**config.mk**
```make
export PLATFORM = sky130hd
export DESIGN_NAME = mis_interrupt_sources
export DESIGN_NICKNAME = d
export VERILOG_FILES = /design/src/mis_pkg.sv /design/src/mis_interrupt_sources.sv
export SDC_FILE = /design/constraint.sdc
export NUM_CORES = 1
export LEC_CHECK = 0
export ABC_CLOCK_PERIOD_IN_PS = 2300
export BUFFER_PORTS_ARGS = -buffer_cell sky130_fd_sc_hd__buf_2
export CAP_MARGIN = 25
export CELL_PAD_IN_SITES_DETAIL_PLACEMENT = 1
export CELL_PAD_IN_SITES_GLOBAL_PLACEMENT = 2
export CORE_MARGIN = 5
export CORE_UTILIZATION = 29
export DETAILED_ROUTE_END_ITERATION = 8
export GPL_ROUTABILITY_DRIVEN = 0
export GPL_TIMING_DRIVEN = 0
export PLACE_DENSITY_LB_ADDON = 0.05
export SLEW_MARGIN = 10
export SYNTH_ARGS = -nofsm -noshare
export SYNTH_HDL_FRONTEND = slang
export SYNTH_SLANG_ARGS = --single-unit
```
**constraint.sdc**
```tcl
create_clock -name mclk -period 2.3 [get_ports mclk]
set_input_delay 0.115 -clock mclk [delete_from_list [all_inputs] [get_ports mclk]]
set_output_delay 0.115 -clock mclk [all_outputs]
set_load 0.01 [all_outputs]
```
**src/mis_pkg.sv**
```systemverilog
// constants and types for the interrupt source block
package mis_pkg;
	localparam logic [7:0]  ADDR_ENABLE    = 8'hA8;
	localparam logic [7:0]  ADDR_PRIORITY  = 8'hB8;
	localparam logic [15:0] ADDR_EXT0_SRC  = 16'h7F00;
	localparam logic [15:0] ADDR_EXT0_MASK = 16'h7F01;
	localparam logic [15:0] ADDR_EXT1_SRC  = 16'h7F02;
	localparam logic [15:0] ADDR_EXT1_MASK = 16'h7F03;
	localparam int NUM_IRQ    = 6;
	localparam int BIT_GLOBAL = 7;
	localparam int IDX_EXT0   = 0;
	localparam int IDX_TMR0   = 1;
	localparam int IDX_EXT1   = 2;
	localparam int IDX_TMR1   = 3;
	localparam int IDX_SERIAL = 4;
	localparam int IDX_WAKE   = 5;
	localparam logic [5:0][7:0] VECTORS = {8'h2B, 8'h23, 8'h1B, 8'h13, 8'h0B, 8'h03};
	localparam logic [7:0] REG_RESET     = 8'h00;
	localparam logic [7:0] ENABLE_USED   = 8'hBF;
	localparam logic [7:0] PRIORITY_USED = 8'h3F;
	localparam logic [7:0] EXT0_USED     = 8'h0F;
	localparam logic [7:0] EXT1_RD_CLEAR = 8'h7D;
	localparam int E0_WAKE3  = 0;
	localparam int E0_WAKE2  = 1;
	localparam int E0_WAKE4  = 2;
	localparam int E0_RXMSB  = 3;
	localparam int E1_WAKE   = 0;
	localparam int E1_MAIL   = 1;
	localparam int E1_ACCESS = 2;
	localparam int E1_GENERAL_PIN_THREE  = 3;
	localparam int E1_PS2A   = 4;
	localparam int E1_PS2B   = 5;
	localparam int E1_SCAN   = 6;
	localparam int E1_IBF    = 7;
	typedef struct packed {
		logic [15:0] addr;
		logic        wr;
		logic        rd;
		logic [7:0]  wdata;
	} mis_req_t;
	typedef struct packed {
		logic       valid;
		logic       high;
		logic [2:0] index;
		logic [7:0] vector;
	} mis_irq_t;
endpackage

```
**src/mis_interrupt_sources.sv**
```systemverilog
// interrupt enable, priority and event source logic
`timescale 1ns/100ps

// Notes on behaviour
// - six interrupts, vectors 03H to 2BH
// - per-interrupt enable bit at A8H
// - per-interrupt priority bit at B8H
// - externals level or edge; serial edge
// - unmasked wake event raises wake interrupt
// - fixed polling order within one level
// - enable layout: global D7, wake D5
// - priority layout: wake D5, others D4-D0
// - mask one blocks source, zero passes
// - source registers at 7F00 and 7F02
// - wake pins and rx change latch bits
// - reading 7F00 clears all bits
// - wake pin four both edges
// - ext1 source bit layout
// - ext1 read clears D0, D2-D6 only
// - host input full set/clear
// - scan line high-to-low latches bit
// - general pin three both edges
// - host mailbox write sets bit
// - mailbox bit cleared by mailbox read
module mis_interrupt_sources #(
	parameter int SCAN_LINES = 8
) (
	input  wire logic                  mclk,
	input  wire logic                  rst_n,
	input  wire mis_pkg::mis_req_t     sfr_req,
	output logic [7:0]                 sfr_rdata,
	input  wire mis_pkg::mis_req_t     xdata_req,
	output logic [7:0]                 xdata_rdata,
	input  wire logic                  ext0_edge_mode,
	input  wire logic                  ext1_edge_mode,
	input  wire logic                  timer_zero_overflow_flag,
	input  wire logic                  timer_one_overflow_flag,
	input  wire logic                  serial_receive_flag,
	input  wire logic                  serial_transmit_flag,
	input  wire logic                  wake_event_pending,
	input  wire logic                  wake_pin_two,
	input  wire logic                  wake_pin_three,
	input  wire logic                  wake_pin_four,
	input  wire logic                  receive_data_msb,
	input  wire logic                  wake_event_active,
	input  wire logic                  access_bus_request,
	input  wire logic                  general_pin_three,
	input  wire logic [1:0]            ps2_rise,
	input  wire logic [SCAN_LINES-1:0] scan_lines,
	input  wire logic                  mailbox0_host_write,
	input  wire logic                  mailbox0_mcu_read,
	input  wire logic                  host_data_write,
	input  wire logic                  host_data_mcu_read,
	input  wire logic                  irq_ack,
	output mis_pkg::mis_irq_t          irq,
	output logic                       external_request_zero,
	output logic                       external_request_one
);
	logic [7:0]            interrupt_enable, next_enable;
	logic [7:0]            interrupt_priority, next_priority;
	logic [7:0]            ext0_event_source, next_e0_src;
	logic [7:0]            ext0_event_mask, next_e0_mask;
	logic [7:0]            ext1_event_source, next_e1_src;
	logic [7:0]            ext1_event_mask, next_e1_mask;
	logic [7:0]            next_sfr_rdata, next_xdata_rdata;
	logic [3:0]            prev_pins, next_prev_pins;
	logic [SCAN_LINES-1:0] prev_scan, next_prev_scan;
	logic [2:0]            latched, next_latched;
	logic [3:0]            prev_line, next_prev_line;
	logic                  next_req0, next_req1;
	mis_pkg::mis_irq_t     next_irq;
	logic [7:0]            e0_set, e1_set, e0_clr, e1_clr;
	logic [5:0]            line, active;
	logic                  e0_rd, e1_rd;

	//--------------------------------------------------------------
	// register access and event sources
	//--------------------------------------------------------------
	assign e0_rd = xdata_req.rd && xdata_req.addr == mis_pkg::ADDR_EXT0_SRC;
	assign e1_rd = xdata_req.rd && xdata_req.addr == mis_pkg::ADDR_EXT1_SRC;

	always_comb begin
		next_enable      = interrupt_enable;
		next_priority    = interrupt_priority;
		next_e0_mask     = ext0_event_mask;
		next_e1_mask     = ext1_event_mask;
		next_sfr_rdata   = sfr_rdata;
		next_xdata_rdata = xdata_rdata;
		if (sfr_req.wr && sfr_req.addr[7:0] == mis_pkg::ADDR_ENABLE) begin
			next_enable = sfr_req.wdata & mis_pkg::ENABLE_USED;
		end
		if (sfr_req.wr && sfr_req.addr[7:0] == mis_pkg::ADDR_PRIORITY) begin
			next_priority = sfr_req.wdata & mis_pkg::PRIORITY_USED;
		end
		if (xdata_req.wr && xdata_req.addr == mis_pkg::ADDR_EXT0_MASK) begin
			next_e0_mask = xdata_req.wdata;
		end
		if (xdata_req.wr && xdata_req.addr == mis_pkg::ADDR_EXT1_MASK) begin
			next_e1_mask = xdata_req.wdata;
		end
		if (sfr_req.rd) begin
			unique case (sfr_req.addr[7:0])
				mis_pkg::ADDR_ENABLE:   next_sfr_rdata = interrupt_enable;
				mis_pkg::ADDR_PRIORITY: next_sfr_rdata = interrupt_priority;
				default:                next_sfr_rdata = mis_pkg::REG_RESET;
			endcase
		end
		if (xdata_req.rd) begin
			unique case (xdata_req.addr)
				mis_pkg::ADDR_EXT0_SRC:  next_xdata_rdata = ext0_event_source;
				mis_pkg::ADDR_EXT0_MASK: next_xdata_rdata = ext0_event_mask;
				mis_pkg::ADDR_EXT1_SRC:  next_xdata_rdata = ext1_event_source;
				mis_pkg::ADDR_EXT1_MASK: next_xdata_rdata = ext1_event_mask;
				default:                 next_xdata_rdata = mis_pkg::REG_RESET;
			endcase
		end
		next_prev_pins = {receive_data_msb, wake_pin_four, wake_pin_two, wake_pin_three};
		next_prev_scan = scan_lines;
		e0_set = mis_pkg::REG_RESET;
		e0_set[3:0] = next_prev_pins ^ prev_pins;
		e1_set = mis_pkg::REG_RESET;
		e1_set[mis_pkg::E1_WAKE]   = wake_event_active;
		e1_set[mis_pkg::E1_MAIL]   = mailbox0_host_write;
		e1_set[mis_pkg::E1_ACCESS] = access_bus_request;
		e1_set[mis_pkg::E1_GENERAL_PIN_THREE]  = general_pin_three ^ prev_line[2];
		e1_set[mis_pkg::E1_PS2A]   = ps2_rise[0];
		e1_set[mis_pkg::E1_PS2B]   = ps2_rise[1];
		e1_set[mis_pkg::E1_SCAN]   = |(prev_scan & ~scan_lines);
		e1_set[mis_pkg::E1_IBF]    = host_data_write;
		e0_clr = e0_rd ? mis_pkg::EXT0_USED : mis_pkg::REG_RESET;
		// mailbox cleared by its own read
		e1_clr = e1_rd ? mis_pkg::EXT1_RD_CLEAR : mis_pkg::REG_RESET;
		e1_clr[mis_pkg::E1_MAIL] = mailbox0_mcu_read;
		e1_clr[mis_pkg::E1_IBF]  = host_data_mcu_read;
		// set wins over clear
		next_e0_src = (ext0_event_source & ~e0_clr) | e0_set;
		next_e1_src = (ext1_event_source & ~e1_clr) | e1_set;
		next_req0 = |(ext0_event_source & ~ext0_event_mask);
		next_req1 = |(ext1_event_source & ~ext1_event_mask);
	end

	always_ff @(posedge mclk) begin
		if (!rst_n) begin
			interrupt_enable      <= mis_pkg::REG_RESET;
			interrupt_priority    <= mis_pkg::REG_RESET;
			ext0_event_source     <= mis_pkg::REG_RESET;
			ext0_event_mask       <= mis_pkg::REG_RESET;
			ext1_event_source     <= mis_pkg::REG_RESET;
			ext1_event_mask       <= mis_pkg::REG_RESET;
			sfr_rdata             <= mis_pkg::REG_RESET;
			xdata_rdata           <= mis_pkg::REG_RESET;
			prev_pins             <= '0;
			prev_scan             <= '0;
			external_request_zero <= 1'b0;
			external_request_one  <= 1'b0;
		end else begin
			interrupt_enable      <= next_enable;
			interrupt_priority    <= next_priority;
			ext0_event_source     <= next_e0_src;
			ext0_event_mask       <= next_e0_mask;
			ext1_event_source     <= next_e1_src;
			ext1_event_mask       <= next_e1_mask;
			sfr_rdata             <= next_sfr_rdata;
			xdata_rdata           <= next_xdata_rdata;
			prev_pins             <= next_prev_pins;
			prev_scan             <= next_prev_scan;
			external_request_zero <= next_req0;
			external_request_one  <= next_req1;
		end
	end

	//--------------------------------------------------------------
	// request lines, priority and polling
	//--------------------------------------------------------------
	always_comb begin
		next_prev_line = {serial_receive_flag || serial_transmit_flag, general_pin_three,
			external_request_one, external_request_zero};
		// edge latches for externals and serial
		next_latched = latched;
		if (irq.valid && irq_ack) begin
			unique case (irq.index)
				3'(mis_pkg::IDX_EXT0):   next_latched[0] = 1'b0;
				3'(mis_pkg::IDX_EXT1):   next_latched[1] = 1'b0;
				3'(mis_pkg::IDX_SERIAL): next_latched[2] = 1'b0;
				default:                 next_latched = latched;
			endcase
		end
		if (external_request_zero && !prev_line[0]) begin
			next_latched[0] = 1'b1;
		end
		if (external_request_one && !prev_line[1]) begin
			next_latched[1] = 1'b1;
		end
		if ((serial_receive_flag || serial_transmit_flag) && !prev_line[3]) begin
			next_latched[2] = 1'b1;
		end
		line[mis_pkg::IDX_EXT0]   = ext0_edge_mode ? latched[0] : external_request_zero;
		line[mis_pkg::IDX_TMR0]   = timer_zero_overflow_flag;
		line[mis_pkg::IDX_EXT1]   = ext1_edge_mode ? latched[1] : external_request_one;
		line[mis_pkg::IDX_TMR1]   = timer_one_overflow_flag;
		line[mis_pkg::IDX_SERIAL] = latched[2];
		line[mis_pkg::IDX_WAKE]   = wake_event_pending;
		// gate by own and global enable
		active = line & interrupt_enable[5:0] & {6{interrupt_enable[mis_pkg::BIT_GLOBAL]}};
		next_irq = '0;
		// lowest index wins within a level
		for (int i = mis_pkg::NUM_IRQ - 1; i >= 0; i--) begin
			if (active[i] && !interrupt_priority[i]) begin
				next_irq.valid = 1'b1;
				next_irq.index = 3'(i);
			end
		end
		for (int i = mis_pkg::NUM_IRQ - 1; i >= 0; i--) begin
			if (active[i] && interrupt_priority[i]) begin
				next_irq.valid = 1'b1;
				next_irq.high  = 1'b1;
				next_irq.index = 3'(i);
			end
		end
		next_irq.vector = next_irq.valid ? mis_pkg::VECTORS[next_irq.index] : 8'h00;
	end

	always_ff @(posedge mclk) begin
		if (!rst_n) begin
			latched   <= '0;
			prev_line <= '0;
			irq       <= '0;
		end else begin
			latched   <= next_latched;
			prev_line <= next_prev_line;
			irq       <= next_irq;
		end
	end

	logic [5:0] below_sel;
	assign below_sel = 6'((6'h01 << irq.index) - 6'h01);
endmodule

```
# Word-level counts from Yosys, hierarchy flattened

Memories as Yosys holds them, arrays and structs flattened. A register that Yosys moved wholly into a read port is not among the register bits.
Index checks and enable logic that the tools add are counted.

Add/subtract/negate cells: 0
$mul: 0
Div/mod/pow operators: 0
Order comparisons: 0
Equal/unequal tests: 8
Shift operators: 0
Mux-type cells: 31
Bitwise gates (word level): 16
Reduce and logical (&&, ||, !) cells: 47

Operators by type and width:

| kind                                                  | number |
|---|---|
| equality test 16 x 15 -> 1 bit, second input constant | 4 |
| AND 8 bit                                             | 5 |
| inverter 8 bit                                        | 4 |
| one-hot mux 8 bit (4 select lines)                    | 1 |
| two-way mux 5 bit                                     | 6 |
| OR reduction 8 bit                                    | 3 |
| logical AND 1 bit                                     | 22 |
| two-way mux 3 bit                                     | 7 |
| equality test 8 bit, second input constant            | 2 |
| one-hot mux 8 bit (2 select lines)                    | 1 |
| two-way mux 1 bit                                     | 14 |
| AND 6 bit                                             | 2 |
| nonzero test 2 bit                                    | 6 |
| logical NOT 1 bit                                     | 10 |
| inverter 4 -> 8 bit                                   | 1 |
| bitwise OR 8 x 4 -> 8 bit                             | 1 |
| bitwise OR 8 bit                                      | 1 |
| AND reduction 2 bit                                   | 4 |
| two-way mux 7 bit                                     | 1 |
| two-way mux 4 bit                                     | 1 |
| bitwise XOR 4 bit                                     | 1 |
| equality test 3 x 2 -> 1 bit, second input constant   | 1 |
| equality test 3 bit, second input constant            | 1 |
| logical NOT 3 bit                                     | 1 |
| 2 further kinds                                       | 2 |

Register bits after elaboration: 87
Latch bits: 0
Bits in writable memories: 0
Bits in read-only memories: 64
Bits of input ports: 83
Word-level logic and storage cells: 122
Memories kept: 1

Memory list:

| name             | words | width | read ports | clocked after memory_dff | write ports | RTL line                     | text |
|---|---|---|---|---|---|---|---|
| (name not given) | 8     | 8     | 1          | 1                        | 0           | mis_interrupt_sources.sv:220 | `next_irq.vector = next_irq.valid ? mis_pkg::VECTORS[next_irq.index] : 8'h00;` |

# Logic depth before layout (Yosys ltp)

Word-level depth: 18
Mapped depth: 6
Mapped depth without buffers: 4

# Worst setup path before layout

No wires, ideal clock.

Kind: input-to-reg
Start: in xdata_req[13] (netlist bit)
End: reg ext1_event_mask[7]
Library setup time: 0.132 ns
Arrival time: 1.611 ns
Slack: 0.557 ns
Stages on the path: 6
Buffers on the path: 2
Path through: or4_4 -> or4_1 -> buf_2 -> clkbuf_2 -> o21ai_0 -> a21oi_1

Longest elaborated chain between the ends: 2

RTL lines:

| what                           | RTL line                     | text |
|---|---|---|
| start: declaration             | mis_interrupt_sources.sv:32  | `input wire mis_pkg::mis_req_t xdata_req,` |
| equality test 16 x 15 -> 1 bit | mis_interrupt_sources.sv:98  | `if (xdata_req.wr && xdata_req.addr == mis_pkg::ADDR_EXT1_MASK) begin` |
| logical AND 1 bit              | mis_interrupt_sources.sv:98  |  |
| end signal: assignment         | mis_interrupt_sources.sv:149 | `ext1_event_mask <= mis_pkg::REG_RESET;` |
| end signal: assignment         | mis_interrupt_sources.sv:162 | `ext1_event_mask <= next_e1_mask;` |
| end: declaration               | mis_interrupt_sources.sv:64  | `logic [7:0] ext1_event_mask, next_e1_mask;` |

No other way between the ends.
A chain may end at the register's enable or synchronous reset.

# Final worst setup path

Start: reg interrupt_enable[7]
End: reg irq[8] (netlist bit)

Longest elaborated chain between the ends: 14
Elaborated cells on any way between the ends: 25

RTL lines:

| what                           | RTL line                     | text |
|---|---|---|
| start: declaration             | mis_interrupt_sources.sv:59  | `logic [7:0] interrupt_enable, next_enable;` |
| start signal: assignment       | mis_interrupt_sources.sv:144 | `interrupt_enable <= mis_pkg::REG_RESET;` |
| start signal: assignment       | mis_interrupt_sources.sv:157 | `interrupt_enable <= next_enable;` |
| AND 6 bit *                    | mis_interrupt_sources.sv:204 | `active = line & interrupt_enable[5:0] & {6{interrupt_enable[mis_pkg::BIT_GLOBAL]}};` |
| logical AND 1 bit              | mis_interrupt_sources.sv:208 | `if (active[i] && !interrupt_priority[i]) begin` |
| two-way mux 3 bit (6 in a row) | mis_interrupt_sources.sv:208 |  |
| two-way mux 5 bit (5 in a row) | mis_interrupt_sources.sv:214 | `if (active[i] && interrupt_priority[i]) begin` |
| two-way mux 5 bit *            | mis_interrupt_sources.sv:214 |  |
| end signal: assignment         | mis_interrupt_sources.sv:231 | `irq <= next_irq;` |
| end: declaration               | mis_interrupt_sources.sv:55  | `output mis_pkg::mis_irq_t irq,` |

Mark *: on every way between the ends. The rest lies on a longest branch, timed or not.

==> results.cfg <==
[global_routing]
grt_pass1_vias = 3580
grt_max_degree = 16
grt_usage_pct = 16.43
antenna_found_initial = 0
grt_pass1_wl_um = 18980
grt-ovfl-total = 0

[cells_and_area]
final_cell_area_um2 = 4903
fillers = 1514
syn_to_final_growth_pct = 32.26
multiInputGateArea_um2 = 1737
register_area_um2 = 1722
antenna_cells = 0
utilization_pct = 39.01
fin_nets = 635
drive_gt1_share_pct = 23.88
final_common_cell = buf_2
mostFrequentLayoutCells = 101 x buf_2, 86 x dfxtp_1, 41 x o21ai_0

[power]
p_leak_uw = 0.001972
power_density_nw_per_um2 = 682.1
vdd_drop_max_mv = 0.2899

[sta]
rsz0062_at_grt = false
whs_ns = 0.01217
drv_slew = 0
fin_tns_setup_ns = 0
period_share_pct = 80.25
clock_skew_ns = 0.006635
finalHoldViolations = 0
layout_min_cycle_time_ns = 1.846
finalSetupViolCount = 0
max_slew_margin_pct = 36.03
worst_pin_slew_ns = 0.9507
fmax_mhz = 541.8

[worst_setup_path]
worst-setup-path-type = flop to flop
rr_startpoint = interrupt_enable[7]
critical_path_peak_fanout = 10
r2r-end = irq[8]
worst-endpoint-required_ns = 2.51
reg2reg_setup_slack_ns = 0.45
r2r_cells = 5
cp-end-kind = flop
worstPathArrival_ns = 2.06
cp-start-kind = flop

[logic_synthesis]
netlist_area_um2 = 3707
yosys_warnings = 0
ys_seq_elements = 86
avgSynthCellArea_um2 = 8.785
ys_types = 48
synth_edf_count = 0
yosysSeqAreaShare_pct = 46.44
postSynthCellCount = 422
synth-async-reset-ratio_pct = 0
ys.flop_type = dfxtp_1
synth_top_area_share_pct = 46.44
netlist_top_cells_area = dfxtp_1 46%, o21ai_0 5.5%, a21oi_1 4.2%
synth_top_cell_by_area = dfxtp_1

[clocking]
numCtsBuffers = 9
clock_sinks = 86
cts_setup_buffers = 0
cts.reportedPaths.clkPinSlew_ns = 0.06
htreeDepth = 3
ctsResizeCount = 0
root_buffer = clkbuf_16
cts-hold-fix-buffers = 18
clockBufferDepth = 2
cts_tree = built
clk_latency_ns = 0.35

[floorplan]
die_y_um = 123.1
ioPinCount = 114
start_util_pct = 29.50
die_x_um = 123.1
rows = 41
core_area_um2 = 12570
dieArea_um2 = 15150

[detailed_routing]
num_vias = 3570
firstDrtPassIters = 4
wl_per_cell_um = 16.59
drt-total-wl_um = 12090
drc = 0
drt_iter0_markers = 146
viasPerCell = 4.897
ant_nets = 0

[job]
drv_cap = 0

[min_path]
hold_path_depth = 3
holdPathEnd = ext1_event_source[1]
hold_start = mailbox0_host_write
min_path_type = input port to flop

[placement]
dp_hpwl_um = 9255
placed_cell_area_um2 = 4424
placement.io_buffers = 98

[run_status]
outcome = finished, final reports clean
[worst max-delay path, stage by stage, from the launching register on]
cell       delay (ns)
dfxtp_1          0.38
clkbuf_1         0.38
nand3_1          0.15
o21ai_0          0.51
nor3_1           0.14
o2bb2ai_1        0.15
[how the worst max path moves through the flow]
stage / startpoint / end / cells past startpoint
after global placement: sfr_req[11] / interrupt_enable[7] / 5
after CTS: interrupt_enable[7] / irq[3] / 5
after detailed placement: sfr_req[11] / interrupt_enable[7] / 5
after global routing: interrupt_enable[7] / irq[3] / 5
after floorplan: xdata_req[13] / ext1_event_mask[7] / 6
final: interrupt_enable[7] / irq[8] / 5
[where the power goes]
group,total [uW],internal [uW],switching (uW)
registers,1560,1530,28.9
logic,302,140,162
clock network,1480,843,638
total,3340,2520,828
[cells in the mapped netlist (2+ instances only)]
cell       number
o2bb2ai_1       3
nand3_1        19
clkbuf_1       18
nor2_1         23
inv_1          33
mux4_2          4
buf_2           3
a221oi_1        3
nand2_1        22
o22ai_1         8
a41oi_1         2
a21oi_1        31
nand4_1        18
and2_1         17
o31ai_1         4
a2bb2oi_1       7
and3_1          3
nand2b_1        4
o21ai_1         2
buf_1           3
a22o_1          5
mux2i_1        12
or3b_2          2
nand4b_1        6
o21ai_0        41
o311ai_0        2
buf_4           5
nand3b_1        2
xor2_1          5
nor3_1          9
nor4_1          4
dfxtp_1        86
[final cells by class]
class                           instances  share of cell area [%]
Timing Repair Buffer                  116                   13.68
Buffer                                 30                   2.781
Clock buffer                            9                   4.593
Clock inverter                          7                   1.505
Multi-Input combinational cell        276                   35.42
Inverter                               33                   2.526
Tap cell                              172                   4.389
Sequential cell                        86                   35.11
[metal layers]
metal / GRT usage (%) / part of all wire, % / vias up / wire length [um]
met4: 5.813 / 1.4 / 0 / 170
met3: 3.522 / 5.4 / 12 / 649
met2: 24.87 / 44 / 87 / 5264
li1: - / - / 1773 / -
met1: 23.14 / 50 / 1698 / 6008
met5: 0 / 0 / - / 0
[flip-flops by register name, summed over array words and instances (netlist names), 7 cells and up]
name	cells
ext0_event_mask	8
prev_scan	8
interrupt_enable	7
ext1_event_mask	8
xdata_rdata	8
ext1_event_source	8
irq	9
sfr_rdata	7
[stage by stage]
stage	total power (uW)	instances	worst slack (ns)
CTS	3397	729	0.4067
global route	3487	729	0.2384
finish	3345	729	0.4543
detailed placement	1876	695	0.1634
floorplan	1734	425	0.5566
global placement	1869	695	0.2461
[logic make-up (layout without fill, tap and decap cells)]
| group | count (synthesis) | count (layout) | share of synthesized area, % |
|---|---|---|---|
| other cells | 1 | 4 | 0.1012 |
| compound gates | 115 | 115 | 19.17 |
| buf+inv | 63 | 195 | 7.020 |
| flops | 86 | 86 | 46.44 |
| simple gates | 136 | 136 | 20.42 |
| mux | 16 | 16 | 5.670 |
| xor+xnor | 5 | 5 | 1.181 |
Power figures use the tool's default switching activity.
